===== src/shared/osc_ctrl_pkg.sv =====
// constants for the oscillator select control block
package osc_ctrl_pkg;
	localparam logic [7:0] general_offset = 8'h00;
	localparam logic [7:0] internal_offset = 8'h01;
	localparam logic [7:0] crystal_offset = 8'h02;
	localparam int source_sel_bit = 0;
	localparam int tile_reset_en_bit = 1;
	localparam int int_enable_bit = 0;
	localparam int int_slow_bit = 1;
	localparam int xtal_enable_bit = 0;
	localparam int xtal_bias_bit = 1;
	localparam logic tile_reset_en_reset = 1'b0;
	localparam logic int_slow_reset = 1'b0;
	localparam logic int_enable_reset = 1'b1;
	localparam logic xtal_bias_reset = 1'b1;
	localparam logic xtal_enable_reset = 1'b1;
	localparam logic [7:0] access_size_byte = 8'h01;
	localparam logic [1:0] tile_reset_cycles = 2'h3;
	localparam logic [1:0] strap_settle_cycles = 2'h3;
endpackage : osc_ctrl_pkg


===== src/oscillator_select_control.sv =====
// oscillator select control registers and outputs
`timescale 1ns/1ps
module oscillator_select_control (
	input wire logic mclk,
	input wire logic rst_b,
	input wire logic source_strap,
	input wire logic periph_sel,
	input wire logic periph_write,
	input wire logic [7:0] periph_size,
	input wire logic [7:0] periph_addr,
	input wire logic [7:0] periph_wdata,
	output logic [7:0] periph_rdata,
	output logic periph_ack,
	output logic periph_err,
	output logic source_internal,
	output logic internal_osc_enable,
	output logic internal_osc_slow,
	output logic crystal_osc_enable,
	output logic crystal_bias_enable,
	output logic tile_reset
);
	logic [2:0] strap_sync;
	logic strap_loaded;
	logic [1:0] strap_fill;
	logic tile_reset_en;
	logic [1:0] reset_count;
	logic byte_access;
	logic addr_hit;
	logic wr_general;
	logic wr_internal;
	logic wr_crystal;
	logic next_source;
	logic source_change;
	logic [7:0] next_rdata;

	always_ff @(posedge mclk or negedge rst_b) begin
		if (!rst_b) begin
			strap_sync <= 3'h0;
		end else begin
			strap_sync <= {strap_sync[1:0], source_strap};
		end
	end

	// stages hold reset zeros until three pin samples have passed
	always_ff @(posedge mclk or negedge rst_b) begin
		if (!rst_b) begin
			strap_fill <= 2'h0;
		end else if (strap_fill != osc_ctrl_pkg::strap_settle_cycles) begin
			strap_fill <= strap_fill + 2'h1;
		end
	end

	assign byte_access = periph_size == osc_ctrl_pkg::access_size_byte;
	assign addr_hit = periph_addr == osc_ctrl_pkg::general_offset ||
		periph_addr == osc_ctrl_pkg::internal_offset ||
		periph_addr == osc_ctrl_pkg::crystal_offset;
	assign wr_general = periph_sel && periph_write && byte_access &&
		periph_addr == osc_ctrl_pkg::general_offset;
	assign wr_internal = periph_sel && periph_write && byte_access &&
		periph_addr == osc_ctrl_pkg::internal_offset;
	assign wr_crystal = periph_sel && periph_write && byte_access &&
		periph_addr == osc_ctrl_pkg::crystal_offset;
	assign next_source = periph_wdata[osc_ctrl_pkg::source_sel_bit];
	assign source_change = wr_general && strap_loaded &&
		next_source != source_internal;

	// strap caught once the synchroniser has settled after release
	always_ff @(posedge mclk or negedge rst_b) begin
		if (!rst_b) begin
			strap_loaded <= 1'b0;
			source_internal <= 1'b0;
		end else if (!strap_loaded) begin
			if (strap_fill == osc_ctrl_pkg::strap_settle_cycles &&
				strap_sync[1] == strap_sync[2]) begin
				strap_loaded <= 1'b1;
				source_internal <= strap_sync[2];
			end
		end else if (wr_general) begin
			source_internal <= next_source;
		end
	end

	always_ff @(posedge mclk or negedge rst_b) begin
		if (!rst_b) begin
			tile_reset_en <= osc_ctrl_pkg::tile_reset_en_reset;
		end else if (wr_general) begin
			tile_reset_en <= periph_wdata[osc_ctrl_pkg::tile_reset_en_bit];
		end
	end

	// tile reset pulse on a source change, held a few cycles
	always_ff @(posedge mclk or negedge rst_b) begin
		if (!rst_b) begin
			reset_count <= 2'h0;
			tile_reset <= 1'b0;
		end else if (source_change && tile_reset_en) begin
			reset_count <= osc_ctrl_pkg::tile_reset_cycles;
			tile_reset <= 1'b1;
		end else if (reset_count != 2'h0) begin
			reset_count <= reset_count - 2'h1;
			tile_reset <= reset_count != 2'h1;
		end else begin
			tile_reset <= 1'b0;
		end
	end

	always_ff @(posedge mclk or negedge rst_b) begin
		if (!rst_b) begin
			internal_osc_enable <= osc_ctrl_pkg::int_enable_reset;
			internal_osc_slow <= osc_ctrl_pkg::int_slow_reset;
		end else if (wr_internal) begin
			internal_osc_enable <= periph_wdata[osc_ctrl_pkg::int_enable_bit];
			internal_osc_slow <= periph_wdata[osc_ctrl_pkg::int_slow_bit];
		end
	end

	always_ff @(posedge mclk or negedge rst_b) begin
		if (!rst_b) begin
			crystal_osc_enable <= osc_ctrl_pkg::xtal_enable_reset;
			crystal_bias_enable <= osc_ctrl_pkg::xtal_bias_reset;
		end else if (wr_crystal) begin
			crystal_osc_enable <= periph_wdata[osc_ctrl_pkg::xtal_enable_bit];
			crystal_bias_enable <= periph_wdata[osc_ctrl_pkg::xtal_bias_bit];
		end
	end

	always_comb begin
		next_rdata = 8'h00;
		case (periph_addr)
			osc_ctrl_pkg::general_offset: begin
				next_rdata[osc_ctrl_pkg::source_sel_bit] = source_internal;
				next_rdata[osc_ctrl_pkg::tile_reset_en_bit] = tile_reset_en;
			end
			osc_ctrl_pkg::internal_offset: begin
				next_rdata[osc_ctrl_pkg::int_enable_bit] = internal_osc_enable;
				next_rdata[osc_ctrl_pkg::int_slow_bit] = internal_osc_slow;
			end
			osc_ctrl_pkg::crystal_offset: begin
				next_rdata[osc_ctrl_pkg::xtal_enable_bit] = crystal_osc_enable;
				next_rdata[osc_ctrl_pkg::xtal_bias_bit] = crystal_bias_enable;
			end
			default: begin
				next_rdata = 8'h00;
			end
		endcase
	end

	// one-cycle answer to every selected access
	always_ff @(posedge mclk or negedge rst_b) begin
		if (!rst_b) begin
			periph_ack <= 1'b0;
			periph_err <= 1'b0;
			periph_rdata <= 8'h00;
		end else begin
			periph_ack <= periph_sel;
			periph_err <= periph_sel && !(byte_access && addr_hit);
			if (periph_sel && !periph_write && byte_access && addr_hit) begin
				periph_rdata <= next_rdata;
			end else begin
				periph_rdata <= 8'h00;
			end
		end
	end

	// once the strap is loaded, source only moves on a general register write
	source_hold_a: assert property (@(posedge mclk)
		disable iff (!rst_b)
		$past(strap_loaded) && !$past(wr_general) |->
		$stable(source_internal))
		else $error("source changed without a write");
	strap_load_a: assert property (@(posedge mclk)
		disable iff (!rst_b)
		!strap_loaded && strap_fill == osc_ctrl_pkg::strap_settle_cycles &&
		strap_sync[1] == strap_sync[2] |=>
		strap_loaded && source_internal == $past(strap_sync[2]))
		else $error("strap level not loaded");
	read_general_a: assert property (@(posedge mclk)
		disable iff (!rst_b)
		periph_sel && !periph_write && byte_access &&
		periph_addr == osc_ctrl_pkg::general_offset |=>
		periph_rdata[1:0] == {$past(tile_reset_en), $past(source_internal)})
		else $error("general register read wrong");
	// a change during a pulse restarts it, so the tail may stay high
	tile_pulse_a: assert property (@(posedge mclk)
		disable iff (!rst_b)
		source_change && tile_reset_en |=>
		tile_reset [*3] ##1 (!tile_reset || reset_count != 2'h0))
		else $error("tile reset pulse length wrong");
	tile_quiet_a: assert property (@(posedge mclk)
		disable iff (!rst_b)
		source_change && !tile_reset_en && reset_count == 2'h0 |=>
		!tile_reset)
		else $error("tile reset without enable");
	int_write_a: assert property (@(posedge mclk)
		disable iff (!rst_b)
		wr_internal |=> internal_osc_slow == $past(periph_wdata[1]) &&
		internal_osc_enable == $past(periph_wdata[0]))
		else $error("internal oscillator write lost");
	rate_hold_a: assert property (@(posedge mclk)
		disable iff (!rst_b)
		!wr_internal && !wr_crystal |=> $stable(internal_osc_slow) &&
		$stable(crystal_bias_enable))
		else $error("rate or bias changed without a write");
	xtal_write_a: assert property (@(posedge mclk)
		disable iff (!rst_b)
		wr_crystal |=> crystal_bias_enable == $past(periph_wdata[1]) &&
		crystal_osc_enable == $past(periph_wdata[0]))
		else $error("crystal write lost");
	xtal_hold_a: assert property (@(posedge mclk)
		disable iff (!rst_b)
		!wr_crystal && !wr_internal |=> $stable(crystal_osc_enable) &&
		$stable(internal_osc_enable))
		else $error("enable changed without a write");
	wide_refused_a: assert property (@(posedge mclk)
		disable iff (!rst_b)
		periph_sel && !byte_access |=> periph_err && periph_rdata == 8'h00)
		else $error("non-byte access not refused");
	ack_answer_a: assert property (@(posedge mclk)
		disable iff (!rst_b)
		periph_sel |=> periph_ack)
		else $error("access not answered");
	ack_idle_a: assert property (@(posedge mclk)
		disable iff (!rst_b)
		!periph_sel |=> !periph_ack && !periph_err)
		else $error("answer without access");
	reserved_zero_a: assert property (@(posedge mclk)
		disable iff (!rst_b)
		periph_ack |-> periph_rdata[7:2] == 6'h00)
		else $error("reserved bits read nonzero");

	source_switch_c: cover property (@(posedge mclk) disable iff (!rst_b)
		source_change && tile_reset_en);
	slow_rate_c: cover property (@(posedge mclk) disable iff (!rst_b)
		wr_internal && periph_wdata[1]);
	bias_off_c: cover property (@(posedge mclk) disable iff (!rst_b)
		wr_crystal && !periph_wdata[1]);
	strap_high_c: cover property (@(posedge mclk) disable iff (!rst_b)
		$rose(strap_loaded) && source_internal);
	unmapped_c: cover property (@(posedge mclk) disable iff (!rst_b)
		periph_sel && byte_access && !addr_hit);
endmodule : oscillator_select_control


===== config.mk =====
export PLATFORM = sky130hd
export DESIGN_NAME = oscillator_select_control
export DESIGN_NICKNAME = d
export VERILOG_FILES = /design/src/shared/osc_ctrl_pkg.sv /design/src/oscillator_select_control.sv
export SDC_FILE = /design/constraint.sdc
export NUM_CORES = 1
export LEC_CHECK = 0
export ABC_AREA = 0
export BUFFER_PORTS_ARGS = -buffer_cell sky130_fd_sc_hd__buf_2
export CAP_MARGIN = 20
export CORE_MARGIN = 4
export CORE_UTILIZATION = 40
export DETAILED_ROUTE_END_ITERATION = 10
export PLACE_DENSITY = 0.72
export SYNTH_ARGS = -nofsm -noshare
export SYNTH_HDL_FRONTEND = slang
export SYNTH_SLANG_ARGS = --single-unit

===== constraint.sdc =====
create_clock -name mclk -period 2.21 [get_ports mclk]
set_input_delay 0.442 -clock mclk [delete_from_list [all_inputs] [get_ports mclk]]
set_output_delay 0.442 -clock mclk [all_outputs]
set_load 0.02 [all_outputs]

==> results.sh, run 1 <==
export IMPL_hold_viol=0
export IMPL_clkSinkCount=19
export IMPL_grt_pass1_wl_mm=2.73
export IMPL_rows=17
export IMPL_core_area_um2=2250
export IMPL_synth_area_um2=966
export IMPL_dieHeight_um=57.1
export IMPL_rsz0062_at_grt="no"
export IMPL_synth_simple_area_share=0.201
export IMPL_via_count=671
export IMPL_routed_via_density=4.69
export IMPL_ys_warn_count=0
export IMPL_yosysUniqueCellTypes=29
export IMPL_max_cap_violations=0
export IMPL_grt_overflow_total=0
export IMPL_die_area_um2=3260
export IMPL_fin_setup_tns_ps=0
export IMPL_cts_clk_slew_worst_paths_ps=100
export IMPL_drt_wl_total_mm=1.67
export IMPL_yosysTopAreaCell="dfrtp_1"
export IMPL_ys_ff_latch=19
export IMPL_ir_drop_uv=326
export IMPL_fp_dieW_um=57.1
export IMPL_place_area_um2=1130
export IMPL_synth_top_area_share=0.415
export IMPL_area_growth_pct=19.9
export IMPL_status="complete, no violations"
export IMPL_postCtsResizedCells=0
export IMPL_fin_area_um2=1160
export IMPL_postSynth_asyncResetShare=1.00
export IMPL_cp_end_kind="register"
export IMPL_synth_area_mux_share=0.0907
export IMPL_seq_area_frac_synth=0.496
export IMPL_globalplace_congestion=0.688
export IMPL_grtUsageTotal=0.105
export IMPL_cts_tree="built"
export IMPL_yosys_top_cells_count="16 x dfrtp_1, 7 x nand2_1, 6 x buf_4, 6 x mux2_2, 5 x inv_1"
export IMPL_initialDrtViolationCount=6
export IMPL_setup_viol=0
export IMPL_synth_ff_type="dfrtp_1"
export IMPL_critPathRequiredTime_ps=2380
export IMPL_slew_viol_final=0
export IMPL_numCtsBuffers=3
export IMPL_synthCells=81
export IMPL_hp_class="input port to async pin"
export IMPL_htreeDepth=1
export IMPL_root_buffer="clkbuf_4"
export IMPL_fin_crit_ps=1640
export IMPL_synth_edf_count=0
export IMPL_critPathArrivalTime_ps=1810
export IMPL_synthXorXnorAreaFrac=0.0363
export IMPL_synth_fa_ha_area_frac=0.0389
export IMPL_crit_type="input port to register"
export IMPL_io_pins=45
export IMPL_synth_compound_area_share=0.0635
export IMPL_hold_buffers=0
export IMPL_grt_max_degree=20
export IMPL_wire_per_inst_um=11.7
export IMPL_place_hpwl_mm=1.44
export IMPL_layout_drive_gt1_share=0.452
export IMPL_p_leak_nw=0.581
export IMPL_post_cts_buffers=0
export IMPL_first_pass_iters=3
export IMPL_yosysMostFrequentCell="dfrtp_1"
export IMPL_start_kind="input port"
export IMPL_detail_route_antenna_nets=0
export IMPL_portBuffers=32
export IMPL_synth_area_top_cells="dfrtp_1 41%, dfstp_2 8.2%, mux2_2 7.0%, nor4b_4 4.9%, buf_4 4.7%"
export IMPL_avgSynthCellArea_um2=11.9
export IMPL_grt_pass1_vias=651
export IMPL_crit_fanout=7
export IMPL_drc_errors=0
export IMPL_clk_latency_ps=280
export IMPL_clock_skew_ps=5.82
export IMPL_clk_path_buf_depth=2
export IMPL_start_util=0.428
export IMPL_synth_top_family_by_area="simple AND/OR/NAND/NOR gates"
export IMPL_power_density_nw_per_um2=532
export IMPL_finalNetCount=148
export IMPL_fin_crit_sh=0.742
export IMPL_fmax_mhz=609
export IMPL_num_antenna_cells=0
export IMPL_antenna_found_initial=0
==> metrics by stage <==
| stage | power [mW] | std cells | hold WS, ps | setup WS (ps) | utilization |
|---|---|---|---|---|---|
| final | 0.617 | 143 | 67.8 | 569 | 0.514 |
| after global routing | 0.653 | 143 | 90.0 | 452 | 0.514 |
| after CTS | 0.629 | 143 | 74.3 | 554 | 0.514 |
| after detailed placement | 0.461 | 139 | 342 | 246 | 0.502 |
| after global placement | 0.458 | 139 | 335 | 281 | 0.502 |
| after floorplan | 0.426 | 86 | 146 | 493 | - |
==> flip-flops by register name, indices dropped and copies added, names as in the netlist, 2 cells and up <==
signal and count:
periph_rdata 2, reset_count 2, strap_fill 2, strap_sync 3
==> final timing paths <==
| check | start | to | slack [ps] | cells after the start |
|---|---|---|---|---|
| max in group asynchronous | rst_b | crystal_bias_enable$_DFFE_PN1P_ | 1820 | 1 |
| worst max register to register | strap_fill[0]$_DFFE_PN0N_ | source_internal$_DFFE_PN0P_ | 930 | 5 |
| worst min-delay path | rst_b | reset_count[1]$_DFFE_PN0P_ | 70 | 1 |
| worst max-delay path | periph_size[6] | internal_osc_slow$_DFFE_PN0P_ | 570 | 5 |
| worst min register to register | strap_sync[0]$_DFF_PN0_ | strap_sync[1]$_DFF_PN0_ | 360 | 0 |
| min in group mclk | source_strap | strap_sync[0]$_DFF_PN0_ | 250 | 1 |
==> worst max-delay path, cell delays in order <==
cell and delay [ps]:
buf_2 100, nor4_2 280, nand4_2 240, nor4_2 370, mux2_2 370
==> layout make-up <==
type	instances	area [µm²]
multi-input cells	55	438
clock buffers	3	22.5
inverters	5	18.8
flip-flops and latches	19	479
repair buffers	32	160
well taps	28	35.0
fillers	222	1100
clock inverters	1	5.00
==> cell usage in the layout (no fill, tap or decap) <==
cell type and n:
nor2_1 2, or4b_1 1, inv_1 5, o21ai_0 4, nor4_2 3, nor3_1 1
nor4b_4 2, o211ai_1 1, xor2_1 2, clkinv_2 1, nand2b_1 1, nor2b_1 1
a21oi_1 3, mux2i_1 2, dfstp_2 3, nand4_2 1, nand2_1 7, dfrtp_1 16
conb_1 6, and2_1 2, xnor2_1 2, nand3_1 1, or3b_1 1, and2b_2 1
mux2_2 6, a2111oi_0 1, o311a_1 1, ha_1 3, buf_2 32, clkbuf_4 3
==> per-layer routing <==
| metal | GRT usage | up-vias | share of wire |
|---|---|---|---|
| li1 | - | 339 | - |
| met3 | 0.0226 | 2 | 0.067 |
| met2 | 0.188 | 19 | 0.50 |
| met5 | 0 | - | 0 |
| met1 | 0.125 | 311 | 0.42 |
| met4 | 0.0298 | 0 | 0.0078 |
==> kinds of logic (layout without fill, tap and decap cells) <==
kind of cell	count (synthesis)	count (layout)
fa+ha+maj	3	3
xor+xnor	4	4
simple gates	24	24
other cells	1	6
flops	19	19
mux	8	8
compound gates	10	10
buf+inv	12	41
==> report_power, final <==
group / switching [mW] / internal (mW)
Sequential: 0.0104 / 0.357
Combinational: 0.0502 / 0.0349
Clock: 0.0969 / 0.0671
No activity file was read; power rests on OpenSTA's default activity.
==> run 2, diff against run 1 <==
clock period = 1.6 ns   (was 2.21 ns; I/O delays follow)
==> results.sh, run 2 (synthesis results as in run 1) <==
export IMPL_status="complete, no violations"
export IMPL_largest_register_ffs=3
export IMPL_hold_viol=0
export IMPL_routed_via_density=4.80
export IMPL_detail_route_antenna_nets=0
export IMPL_max_cap_violations=0
export IMPL_antenna_found_initial=0
export IMPL_nFillCells=209
export IMPL_critPathRequiredTime_ps=1830
export IMPL_post_cts_buffers=0
export IMPL_grt_pass1_wl_mm=2.90
export IMPL_largest_register="strap_sync"
export IMPL_globalplace_congestion=0.736
export IMPL_layout_common_cells="32 x buf_2, 16 x dfrtp_1, 7 x nand2_1, 6 x mux2_2, 6 x conb_1"
export IMPL_first_pass_iters=4
export IMPL_hp_class="input port to register"
export IMPL_path_cells="buf_2 > nor4_2 > nand4_2 > nor4b_4 > mux2_2"
export IMPL_core_area_um2=2250
export IMPL_start_kind="input port"
export IMPL_grt_pass1_vias=691
export IMPL_start_util=0.428
export IMPL_fin_crit_ps=1440
export IMPL_clk_latency_ps=300
export IMPL_final_common_cell="buf_2"
export IMPL_clock_skew_ps=2.22
export IMPL_finalPower_mw=0.877
export IMPL_die_area_um2=3260
export IMPL_htreeDepth=1
export IMPL_finalNetCount=151
export IMPL_multi_input_area_um2=453
export IMPL_initialDrtViolationCount=16
export IMPL_grt_max_degree=20
export IMPL_wl_met1_um=680
export IMPL_p_leak_nw=0.594
export IMPL_numCtsBuffers=3
export IMPL_crit_type="input port to register"
export IMPL_dieHeight_um=57.1
export IMPL_drt_wl_total_mm=1.78
export IMPL_power_density_nw_per_um2=731
export IMPL_regArea_um2=479
export IMPL_clk_path_buf_depth=2
export IMPL_dp_cells=141
export IMPL_wire_per_inst_um=12.2
export IMPL_cts_tree="built"
export IMPL_root_buffer="clkbuf_4"
export IMPL_cts_clk_slew_worst_paths_ps=110
export IMPL_drc_errors=0
export IMPL_layout_drive_gt1_share=0.466
export IMPL_via_count=701
export IMPL_met2WireLength_um=938
export IMPL_ir_drop_uv=475
export IMPL_cp_end_kind="register"
export IMPL_fin_setup_tns_ps=0
export IMPL_final_cell_count_no_fill=146
export IMPL_holdWs_ps=118
export IMPL_area_growth_pct=24.1
export IMPL_grt_overflow_total=0
export IMPL_met3_length_um=138
export IMPL_portBuffers=32
export IMPL_place_hpwl_mm=1.48
export IMPL_cpPeakStageDelay_ps=370
export IMPL_crit_fanout=6
export IMPL_slew_viol_final=0
export IMPL_clkSinkCount=19
export IMPL_dr_max_layer_used="met4"
export IMPL_slowest_stage="mux2_2"
export IMPL_fp_dieW_um=57.1
export IMPL_rows=17
export IMPL_fin_crit_sh=0.900
export IMPL_critPathArrivalTime_ps=1680
export IMPL_num_antenna_cells=0
export IMPL_io_pins=45
export IMPL_rsz0062_at_grt="no"
export IMPL_grtUsageTotal=0.115
export IMPL_fmax_mhz=694
export IMPL_setup_viol=0
-- run 2: changes by cell type in the layout (fill, tap and decap cells not counted) --
cell,change
a2111oi_0,-1
dlygate4sd3_1,+1
buf_4,+2
a2111oi_2,+1
nor4_4,+1
nor4_2,-1
-- run 2: layout make-up --
class,count,area share
clock buffers,3,0.0188
repair buffers,35,0.154
inverters,5,0.0157
well taps,28,0.0292
flip-flops and latches,19,0.400
multi-input cells,55,0.378
clock inverters,1,0.00418
-- run 2: worst paths after layout --
check	startpoint	to	slack [ps]	cells after the start
worst max register to register	source_internal$_DFFE_PN0P_	reset_count[1]$_DFFE_PN0P_	310	4
worst min-delay path	source_strap	strap_sync[0]$_DFF_PN0_	120	1
worst min register to register	strap_sync[0]$_DFF_PN0_	strap_sync[1]$_DFF_PN0_	360	0
worst max-delay path	periph_addr[4]	crystal_bias_enable$_DFFE_PN1P_	160	5
max in group asynchronous	rst_b	crystal_bias_enable$_DFFE_PN1P_	810	2
min in group asynchronous	rst_b	tile_reset$_DFF_PN0_	470	2
-- run 2: layer usage --
layer,vias up,GRT usage
li1,343,-
met4,0,0.0563
met5,-,0
met2,21,0.206
met3,4,0.0339
met1,333,0.122
-- run 2: metrics by stage --
stage | utilization | worst slack, ps | cell area [µm²]
after detailed placement | 0.508 | -221 | 1150
after CTS | 0.525 | 93.8 | 1180
final | 0.532 | 159 | 1200
after global routing | 0.532 | 31.1 | 1200
after floorplan | - | 4.65 | 985
after global placement | 0.508 | -189 | 1150
-- run 2: power breakdown --
part	switching [mW]	leakage [nW]	internal [mW]
Combinational	0.0741	0.351	0.0515
Clock	0.150	0.0177	0.0931
Sequential	0.0145	0.225	0.494
Total	0.238	0.594	0.638
-- run 2: what timing repair did --
action,4_1_cts,5_1_grt
endpoints found under the hold margin,16,0
setup endpoints to repair,0,3
resized for setup,0,3
hold buffers,1,0
-- run 2: critical path, delay by kind of cell --
family	cells	cell delay, ps
and+or+nand+nor	3	890
muxes	1	370
buffers and inverters	1	100
